$ cat src/pim_consts.svh
/*
 * Constants of the interrupt acceptance logic: status word fields,
 * reset values and vector/workspace layout.
 * Assumes byte addressing with 16-bit words on even addresses.
 */
`ifndef PIM_CONSTS_SVH
`define PIM_CONSTS_SVH

// Mask field of the status word
`define PIM_MASK_MSB      15
`define PIM_MASK_LSB      12
`define PIM_STATUS_RST    16'h0000
// Sixteen levels over a four-bit code
`define PIM_LEVELS        16
// Vector pair: workspace pointer at level*4, program counter two bytes on
`define PIM_VEC_PC_OFS    16'h0002
// Saved context in registers 13, 14 and 15 of the new workspace
`define PIM_WS_R13_OFS    16'h001a
`define PIM_WS_R14_OFS    16'h001c
`define PIM_WS_R15_OFS    16'h001e

`endif

$ cat src/pim_pkg.sv
/*
 * Types of the interrupt acceptance logic.
 * Assumes pim_consts.svh for field positions.
 */
`include "pim_consts.svh"

package pim_pkg;

    typedef logic [3:0] pim_level_t;

    // Status word: mask in bits 15..12, other flags below
    typedef struct packed {
        pim_level_t  mask;
        logic [11:0] flags;
    } pim_status_t;

    // Word access to memory for vectors and context save
    typedef struct packed {
        logic        req;
        logic        we;
        logic [15:0] addr;
        logic [15:0] wdata;
    } pim_mem_req_t;

    typedef enum logic [2:0] {
        PIM_IDLE   = 3'b000,
        PIM_VEC_WP = 3'b001,
        PIM_VEC_PC = 3'b011,
        PIM_SAV_WP = 3'b010,
        PIM_SAV_PC = 3'b110,
        PIM_SAV_ST = 3'b111,
        PIM_FIRST  = 3'b101
    } pim_state_t;

endpackage : pim_pkg

$ cat src/pim_sync.sv
/*
 * Two-flop synchroniser for a group of pin levels.
 * Assumes inputs are asynchronous levels; output is registered.
 */
`timescale 1ns/100ps

module pim_sync #(
    parameter int WIDTH = 1
) (
    // Clock and reset
    input  wire logic             i_core_clk,
    input  wire logic             i_rst,
    // Levels
    input  wire logic [WIDTH-1:0] i_async,
    output logic      [WIDTH-1:0] o_sync
);

    logic [WIDTH-1:0] stage1;

    always_ff @(posedge i_core_clk or posedge i_rst) begin
        if (i_rst) begin
            stage1 <= '0;
            o_sync <= '0;
        end else begin
            stage1 <= i_async;
            o_sync <= stage1;
        end
    end

endmodule : pim_sync

$ cat src/pim_core.sv
/*
 * Prioritised interrupt mask logic of a 16-bit processor: samples the
 * request line and level code, compares against the status word mask,
 * fetches the vector pair, saves the old context and loads the new one.
 * Assumes the instruction sequencer pulses i_instr_boundary between
 * instructions and that memory answers each request with i_mem_ack.
 */
`timescale 1ns/100ps
`include "pim_consts.svh"

module pim_core (
    // Clock and reset
    input  wire logic                  i_core_clk,
    input  wire logic                  i_rst,
    // Interrupt pins
    input  wire logic                  i_irq_line,
    input  wire pim_pkg::pim_level_t   i_level_code,
    input  wire logic                  i_proc_reset_req,
    input  wire logic                  i_load_req,
    // Sequencer
    input  wire logic                  i_instr_boundary,
    input  wire logic                  i_set_mask_immediate_op,
    input  wire pim_pkg::pim_level_t   i_mask_imm,
    input  wire logic                  i_return_op,
    input  wire pim_pkg::pim_status_t  i_return_status,
    input  wire logic [15:0]           i_cur_wp,
    input  wire logic [15:0]           i_cur_pc,
    // Memory
    output pim_pkg::pim_mem_req_t      o_mem,
    input  wire logic                  i_mem_ack,
    input  wire logic [15:0]           i_mem_rdata,
    // Context and status
    output pim_pkg::pim_status_t       o_status,
    output logic [15:0]                o_new_wp,
    output logic [15:0]                o_new_pc,
    output logic                       o_ctx_load,
    output logic                       o_accepted,
    output pim_pkg::pim_level_t        o_accept_level,
    output logic                       o_busy
);
    import pim_pkg::*;

    pim_state_t  state;
    pim_level_t  level_sync;
    logic        irq_sync;
    logic        rst_req_sync;
    logic        load_req_sync;
    logic        rst_req_prev;
    logic        load_req_prev;
    logic        force_zero;
    logic [15:0] saved_wp;
    logic [15:0] saved_pc;
    pim_status_t saved_status;
    logic        accept;
    pim_level_t  accept_lvl;
    pim_level_t  next_mask;
    logic [15:0] vec_base;

    // Request, code and level-zero pins resynchronised
    pim_sync #(
        .WIDTH (7)
    ) u_pin_sync (
        .i_core_clk (i_core_clk),
        .i_rst      (i_rst),
        .i_async    ({i_irq_line, i_level_code, i_proc_reset_req, i_load_req}),
        .o_sync     ({irq_sync, level_sync, rst_req_sync, load_req_sync})
    );

    always_ff @(posedge i_core_clk or posedge i_rst) begin
        if (i_rst) begin
            rst_req_prev  <= 1'b0;
            load_req_prev <= 1'b0;
        end else begin
            rst_req_prev  <= rst_req_sync;
            load_req_prev <= load_req_sync;
        end
    end

    // Reset and load pending as level zero; new event beats clear
    always_ff @(posedge i_core_clk or posedge i_rst) begin
        if (i_rst) begin
            force_zero <= 1'b0;
        end else if ((rst_req_sync && !rst_req_prev) || (load_req_sync && !load_req_prev)) begin
            force_zero <= 1'b1;
        end else if (accept && accept_lvl == 4'h0) begin
            force_zero <= 1'b0;
        end
    end

    // Accept only at a boundary while idle
    always_comb begin
        accept     = 1'b0;
        accept_lvl = level_sync;
        if (state == PIM_IDLE && i_instr_boundary) begin
            if (force_zero) begin
                accept     = 1'b1;
                accept_lvl = 4'h0;
            end else if (irq_sync) begin
                // Mask is the highest level admitted; lower number wins
                accept = (level_sync <= o_status.mask) || (level_sync == 4'h0);
            end
        end
    end

    // One below the accepted level, level zero stays at zero
    always_comb begin
        next_mask = (accept_lvl == 4'h0) ? 4'h0 : accept_lvl - 4'h1;
    end

    // Status word: mask field on acceptance and set-mask, whole word on return
    always_ff @(posedge i_core_clk or posedge i_rst) begin
        if (i_rst) begin
            o_status <= `PIM_STATUS_RST;
        end else if (accept) begin
            o_status.mask <= next_mask;
        end else if (i_return_op) begin
            o_status <= i_return_status;
        end else if (i_set_mask_immediate_op) begin
            o_status.mask <= i_mask_imm;
        end
    end

    // Old context captured at acceptance, before the mask changes
    always_ff @(posedge i_core_clk or posedge i_rst) begin
        if (i_rst) begin
            saved_wp       <= 16'h0000;
            saved_pc       <= 16'h0000;
            saved_status   <= `PIM_STATUS_RST;
            o_accept_level <= 4'h0;
        end else if (accept) begin
            saved_wp       <= i_cur_wp;
            saved_pc       <= i_cur_pc;
            saved_status   <= o_status;
            o_accept_level <= accept_lvl;
        end
    end

    always_comb begin
        vec_base = {10'h000, o_accept_level, 2'b00};
    end

    // Service sequence
    always_ff @(posedge i_core_clk or posedge i_rst) begin
        if (i_rst) begin
            state <= PIM_IDLE;
        end else begin
            case (state)
                PIM_IDLE: begin
                    if (accept) begin
                        state <= PIM_VEC_WP;
                    end
                end
                PIM_VEC_WP: begin
                    if (i_mem_ack) begin
                        state <= PIM_VEC_PC;
                    end
                end
                PIM_VEC_PC: begin
                    if (i_mem_ack) begin
                        state <= PIM_SAV_WP;
                    end
                end
                PIM_SAV_WP: begin
                    if (i_mem_ack) begin
                        state <= PIM_SAV_PC;
                    end
                end
                PIM_SAV_PC: begin
                    if (i_mem_ack) begin
                        state <= PIM_SAV_ST;
                    end
                end
                PIM_SAV_ST: begin
                    if (i_mem_ack) begin
                        state <= PIM_FIRST;
                    end
                end
                // Hold off preemption until first instruction ends
                PIM_FIRST: begin
                    if (i_instr_boundary) begin
                        state <= PIM_IDLE;
                    end
                end
                default: begin
                    state <= PIM_IDLE;
                end
            endcase
        end
    end

    // Vector pair words land in the new context
    always_ff @(posedge i_core_clk or posedge i_rst) begin
        if (i_rst) begin
            o_new_wp <= 16'h0000;
            o_new_pc <= 16'h0000;
        end else if (i_mem_ack && state == PIM_VEC_WP) begin
            o_new_wp <= i_mem_rdata;
        end else if (i_mem_ack && state == PIM_VEC_PC) begin
            o_new_pc <= i_mem_rdata;
        end
    end

    // Memory request driven for the state entered next
    always_ff @(posedge i_core_clk or posedge i_rst) begin
        if (i_rst) begin
            o_mem <= '0;
        end else if (accept) begin
            // Workspace pointer vector at level times four
            o_mem <= {1'b1, 1'b0, {10'h000, accept_lvl, 2'b00}, 16'h0000};
        end else if (i_mem_ack) begin
            case (state)
                PIM_VEC_WP: begin
                    o_mem <= {1'b1, 1'b0, vec_base + `PIM_VEC_PC_OFS, 16'h0000};
                end
                // Old context into registers 13, 14 and 15
                PIM_VEC_PC: begin
                    o_mem <= {1'b1, 1'b1, o_new_wp + `PIM_WS_R13_OFS, saved_wp};
                end
                PIM_SAV_WP: begin
                    o_mem <= {1'b1, 1'b1, o_new_wp + `PIM_WS_R14_OFS, saved_pc};
                end
                PIM_SAV_PC: begin
                    o_mem <= {1'b1, 1'b1, o_new_wp + `PIM_WS_R15_OFS, 16'(saved_status)};
                end
                default: begin
                    o_mem <= '0;
                end
            endcase
        end
    end

    // Strobes and busy flag
    always_ff @(posedge i_core_clk or posedge i_rst) begin
        if (i_rst) begin
            o_accepted <= 1'b0;
            o_ctx_load <= 1'b0;
            o_busy     <= 1'b0;
        end else begin
            o_accepted <= accept;
            o_ctx_load <= i_mem_ack && state == PIM_SAV_ST;
            o_busy     <= accept || (state != PIM_IDLE &&
                          !(state == PIM_FIRST && i_instr_boundary));
        end
    end

endmodule : pim_core

$ cat config.mk
export PLATFORM = sky130hd
export DESIGN_NAME = pim_core
export DESIGN_NICKNAME = d
export VERILOG_FILES = /design/src/pim_pkg.sv /design/src/pim_sync.sv /design/src/pim_core.sv
export VERILOG_INCLUDE_DIRS = /design/src /design/src/src
export SDC_FILE = /design/constraint.sdc
export NUM_CORES = 1
export LEC_CHECK = 0
export BUFFER_PORTS_ARGS = -buffer_cell sky130_fd_sc_hd__buf_2
export CELL_PAD_IN_SITES_DETAIL_PLACEMENT = 2
export CELL_PAD_IN_SITES_GLOBAL_PLACEMENT = 2
export CORE_UTILIZATION = 32
export CTS_BUF_LIST = sky130_fd_sc_hd__clkbuf_16
export DETAILED_ROUTE_END_ITERATION = 6
export GPL_ROUTABILITY_DRIVEN = 0
export PLACE_DENSITY_LB_ADDON = 0.1
export SYNTH_ARGS = -nofsm -noshare
export SYNTH_HDL_FRONTEND = slang
export SYNTH_SLANG_ARGS = --single-unit
$ cat constraint.sdc
create_clock -name i_core_clk -period 4.1 [get_ports i_core_clk]
set_input_delay 0.205 -clock i_core_clk [delete_from_list [all_inputs] [get_ports i_core_clk]]
set_output_delay 0.205 -clock i_core_clk [all_outputs]
set_load 0.02 [all_outputs]
# --- Word level (Yosys, flattened, before mapping) ---
# Index checks and enable logic that the tools add are counted.
word_totals:
  regBits: 157
  out_inout_bits: 89
  word_cells: 90
op_classes:
  add_sub_neg: 5
  magnitude_cmp: 1
  n_eq_ne: 13
  muxes: 22
  n_bitwise: 2
  reduce_logical: 25
op_table:
  columns: ["cell", "n"]
  rows:
  - ["34-bit one-hot mux with 4 select lines", 1]
  - ["34-bit two-way mux", 2]
  - ["16-bit by 5-bit adder with 16-bit output (second input constant)", 3]
  - ["4-bit two-way mux", 6]
  - ["3-bit two-way mux", 7]
  - ["3-bit one-hot mux with 7 select lines", 1]
  - ["2-bit inequality test (second input constant)", 7]
  - ["3-bit == test (second input constant)", 3]
  - ["1-bit logical AND", 9]
  - ["4-bit zero test", 2]
  - ["6-bit by 2-bit adder with 7-bit output (second input constant)", 1]
  - ["7-bit AND reduction", 1]
  - ["3-bit by 2-bit == test with 1-bit output (second input constant)", 2]
  - ["3-bit nonzero test", 2]
  - ["1-bit two-way mux", 5]
  - ["4-bit less-or-equal comparator", 1]
  - ["2-bit AND reduction", 2]
  - ["2-bit nonzero test", 2]
  - ["4-bit by 1-bit subtractor with 4-bit output (second input constant)", 1]
  - ["3-bit by 1-bit == test with 1-bit output (second input constant)", 1]
  - ["1-bit zero test", 3]
  - ["3-bit zero test", 1]
  - ["1-bit logical OR", 3]
  - ["1-bit inverter", 2]

# --- Logic depth before layout (Yosys ltp) ---
logic_depth:
  ltp_word: 8
  depth_mapped: 9

# --- By module ---
# A second synthesis with hierarchy kept.
unflattened:
  cells_unflattened: 586
  area_unflattened_um2: 7239.4
by_module_without_submodules:
  columns: ["mod", "instances", "cells_each", "area_each_um2", "seq_area_each_um2"]
  rows:
  - ["pim_core", 1, 571, 6885.4, 3578.4]
  - ["pim_sync", 1, 15, 354.1, 350.3]

# --- Worst setup path after synthesis ---
# No wires, ideal clock.
synth_path:
  path_type: "reg-to-reg"
  start: "register state[0]"
  end: "register o_mem[26] (netlist name)"
  t_arrival_ps: 2348
  required_ps: 3979
  path_slack_ps: 1631
  stages_incl_launch_ff: 10
  path_buffers: 1
  path_cell_list: "dfrtp_1 buf_2 nand2b_1 nor2_1 ha_1 a2111oi_4 nand2b_1 a211oi_1 a311o_1 a22o_2"
synth_between:
  elab_chain_len: 4
synth_lines:
  columns: ["item", "line_no", "source"]
  rows:
  - ["from (decl)", "pim_core.sv:43", "pim_state_t state;"]
  - ["from (signal assigned)", "pim_core.sv:145", "state <= PIM_IDLE;"]
  - ["from (signal assigned)", "pim_core.sv:150", "state <= PIM_VEC_WP;"]
  - ["from (signal assigned)", "pim_core.sv:155", "state <= PIM_VEC_PC;"]
  - ["3-bit == test (tied with other cells)", "pim_core.sv:211", "case (state)"]
  - ["34-bit one-hot mux with 4 select lines / 1-bit logical AND (equally long branches)", "pim_core.sv:211, pim_core.sv:94", null]
  - ["34-bit two-way mux / 1-bit two-way mux (equally long branches)", "pim_core.sv:210, pim_core.sv:94", null]
  - ["34-bit two-way mux / 2-bit nonzero test (equally long branches)", null, null]
  - ["to (signal assigned)", "pim_core.sv:209", "o_mem <= {1'b1, 1'b0, {10'h000, accept_lvl, 2'b00}, 16'h0000};"]
  - ["to (signal assigned)", "pim_core.sv:213", "o_mem <= {1'b1, 1'b0, vec_base + `PIM_VEC_PC_OFS, 16'h0000};"]
  - ["to (signal assigned)", "pim_core.sv:217", "o_mem <= {1'b1, 1'b1, o_new_wp + `PIM_WS_R13_OFS, saved_wp};"]
  - ["to (decl)", "pim_core.sv:29", "output pim_pkg::pim_mem_req_t o_mem,"]
# Parallel ways exist; a longest one is shown, timed or not. The select of a mux whose other input is x is not followed.
# A chain may end at the register's enable or synchronous reset.

==> flow_summary_export.csv <==
group,metric,value,unit
run_status,status,"finished with violations",
run_status,violations,"hold timing",
clock_tree,clock_latency,0.43,ns
routing,wire_per_inst,20.3,um
timing,slew_violations,0,
routing,drt_first_pass_iters,4,
place,io_buffers,169,
floorplan,die_w,152,um
clock_tree,cts_tree,"done",
routing,wirelength,21800,um
place,dp_cells,1004,
critical_path,cp_max_fo,24,
grt,grt_max_degree,158,
pwr,totalPowerFinal,7300,uW
pwr,p_leak,0.00427,uW
clock_tree,clk_path_buf_depth,2,
routing,drc,0,
logic_synthesis,yosys_warnings,0,
cells_and_area,nets,866,
routing,drt-initial-drc-count,197,
floorplan,core,21900,um2
logic_synthesis,synth_edf_count,0,
min_path,hold_class,"primary input to asynchronous set/reset pin",
logic_synthesis,async_reset_ff_share,100,%
timing,relSlewSlack,39.1,%
floorplan,placementRows,54,
clock_tree,post_cts_resized,0,
timing,rsz0062_at_grt,"false",
timing,setup_violations,0,
critical_path,rr_worst_depth,8,
clock_tree,cts-root-buf,"clkbuf_16",
clock_tree,cts_setup_buffers,0,
clock_tree,clock-sinks,157,
timing,hold_violations,12,
grt,grt_pass1_wl,34700,um
clock_tree,htreeDepth,4,
floorplan,die_h,152,um
logic_synthesis,yosysUniqueCellTypes,68,
clock_tree,numCtsBuffers,17,
logic_synthesis,yosys.area.top_type,"dfrtp_1",
routing,num_vias,5555,
cells_and_area,stdcell_count,1071,
timing,tightest_slew,0.914,ns
cells_and_area,layout-drive-gt1-share,42.2,%
critical_path,critical_path_arrival,3.51,ns
logic_synthesis,synth-seq-cells,157,
timing,skew,0.00953,ns
place,dp_hpwl,15000,um
critical_path,regToRegSetupSlack,0.90,ns
logic_synthesis,syn-cell-area,7150,um2
critical_path,rr_endpoint,"o_mem[26]",
logic_synthesis,synth.avg_cell_area,12.2,um2
flow_run,maxCapViolCount,0,
cells_and_area,syn_to_final_growth,27.7,%
timing,holdWs,-0.0339,ns
logic_synthesis,yosysTopAreaCellShare,54.9,%
pwr,power-per-cell-area,799,nW/um2
timing,fin_setup_tns,0,ns
logic_synthesis,ys_seq_area_share,54.9,%
critical_path,end_kind,"flop",
clock_tree,cts.hold.buffers_added,35,
grt,grt_antenna_before_repair,1,
critical_path,startpoint_type,"flop",
timing,max_freq,312,MHz
floorplan,io_pins,170,
critical_path,worst-setup-path-type,"flop to flop",
critical_path,required,4.41,ns
clock_tree,clkTransAtPathRegs,0.07,ns
logic_synthesis,postSynthCellCount,585,
logic_synthesis,synthTopCellsByArea,"dfrtp_1 55%, mux2_2 14%, mux2i_1 2.9%, o21ai_0 2.6%, a22o_2 2.4%",
timing,fin_crit,3.20,ns
routing,vias_per_cell,5.19,
logic_synthesis,ys.flop_type,"dfrtp_1",
critical_path,critPathCapture,"o_mem[26]",
floorplan,die_area,23000,um2
routing,ant_nets,0,
grt,grt-ovfl-total,0,
logic_synthesis,synth_nets,673,
grt,grt_use_total,20.0,%
timing,min_period_over_period,78.1,%
grt,grt_pass1_vias,6239,
floorplan,start_util,32.7,%
pwr,ir_worst_vdd,0.322,mV
cells_and_area,diodes,0,
-- critical path, cell delays in order (launching register included) --
cell	delay, ns
dfrtp_1	0.79
inv_1	0.32
nor2_1	0.26
ha_1	0.31
a2111oi_4	0.53
nand2b_1	0.23
a211oi_1	0.09
a311o_1	0.34
a22o_2	0.23
-- cells in the mapped netlist (6+ instances only) --
| cell type | instances |
|---|---|
| dfrtp_1 | 157 |
| mux2_2 | 89 |
| nand2_1 | 45 |
| o21ai_0 | 37 |
| mux2i_1 | 21 |
| buf_2 | 20 |
| nor2_1 | 19 |
| a22o_2 | 17 |
| a21oi_1 | 13 |
| inv_1 | 12 |
| nand3_1 | 12 |
| clkbuf_1 | 11 |
| nor3_1 | 10 |
| nor2b_1 | 8 |
| a31oi_1 | 7 |
| nand2b_1 | 7 |
| ha_1 | 6 |
| o22ai_1 | 6 |
-- stage by stage --
stage | utilization, % | hold WS [ns] | cell area (um2) | worst slack [ns]
floorplan | - | 0.236 | 7160 | 1.63
global placement | 37.6 | 0.315 | 8230 | 1.13
detailed placement | 37.6 | 0.315 | 8230 | 0.945
CTS | 41.7 | 0.000244 | 9140 | 0.928
global route | 41.7 | 0.000598 | 9140 | 0.682
finish | 41.7 | -0.0339 | 9140 | 0.899
-- worst min path at each step --
stage	startpoint	endpoint	slack (ns)	cells after the start
detailed placement	i_level_code[0]	u_pin_sync.stage1[2]	0.32	1
CTS	i_mem_rdata[0]	o_new_wp[0]	0.0002	2
finish	i_rst	o_status[5]	-0.03	3
global placement	i_irq_line	u_pin_sync.stage1[6]	0.31	1
global route	i_cur_wp[5]	saved_wp[5]	0.0006	2
floorplan	i_load_req	u_pin_sync.stage1[0]	0.24	0
-- cell type report --
class | count | area (um2)
fill | 2294 | 12800
sequential | 157 | 3930
multi-input combinational | 378 | 2990
timing repair buffer | 211 | 1260
clock buffer | 17 | 425
tap | 280 | 350
clock inverter | 15 | 131
inverter | 13 | 52.6
-- report_power, final --
part	internal [uW]	total (uW)	leakage [uW]	switching, uW
logic	1290	2970	0.00207	1680
clock network	798	1520	0.000277	717
registers	2180	2810	0.00192	635
-- flip-flops by register name (all words and copies together), names as in the netlist, 2 cells and up, named ones only --
| signal | flops |
|---|---|
| o_mem | 34 |
| o_new_pc | 16 |
| o_new_wp | 16 |
| o_status | 16 |
| saved_pc | 16 |
| saved_status | 16 |
| saved_wp | 16 |
| u_pin_sync.o_sync | 7 |
| u_pin_sync.stage1 | 7 |
| o_accept_level | 4 |
| state | 2 |
-- logic make-up after synthesis --
group           synth area share [%]
xor+xnor                       0.472
mux                             17.1
flops                           54.9
simple gates                    8.43
compound gates                  14.3
fa+ha+maj                       1.33
buf+inv                         3.39
-- cell usage in the layout, fill, tap and decap left out, types with 7 or more instances in the layout --
| master | Yosys | routed |
|---|---|---|
| nand2b_1 | 7 | 7 |
| o21ai_0 | 37 | 37 |
| mux2_2 | 89 | 89 |
| a22o_2 | 17 | 17 |
| mux2i_1 | 21 | 21 |
| nor3_1 | 10 | 10 |
| a21oi_1 | 13 | 13 |
| nand3_1 | 12 | 12 |
| clkbuf_16 | 0 | 17 |
| buf_2 | 20 | 169 |
| inv_1 | 12 | 11 |
| nor2_1 | 19 | 18 |
| dlygate4sd3_1 | 0 | 35 |
| dfrtp_1 | 157 | 156 |
| nor2b_1 | 8 | 7 |
| a31oi_1 | 7 | 7 |
| nand2_1 | 45 | 45 |
-- routing by layer --
metal	global-route usage, %	share of wire (%)
met1	24.2	43
met2	35.4	52
met3	5.03	4.2
met4	5.00	0.98
met5	0	0.078
Note: power is estimated with default switching activity, not from simulation.
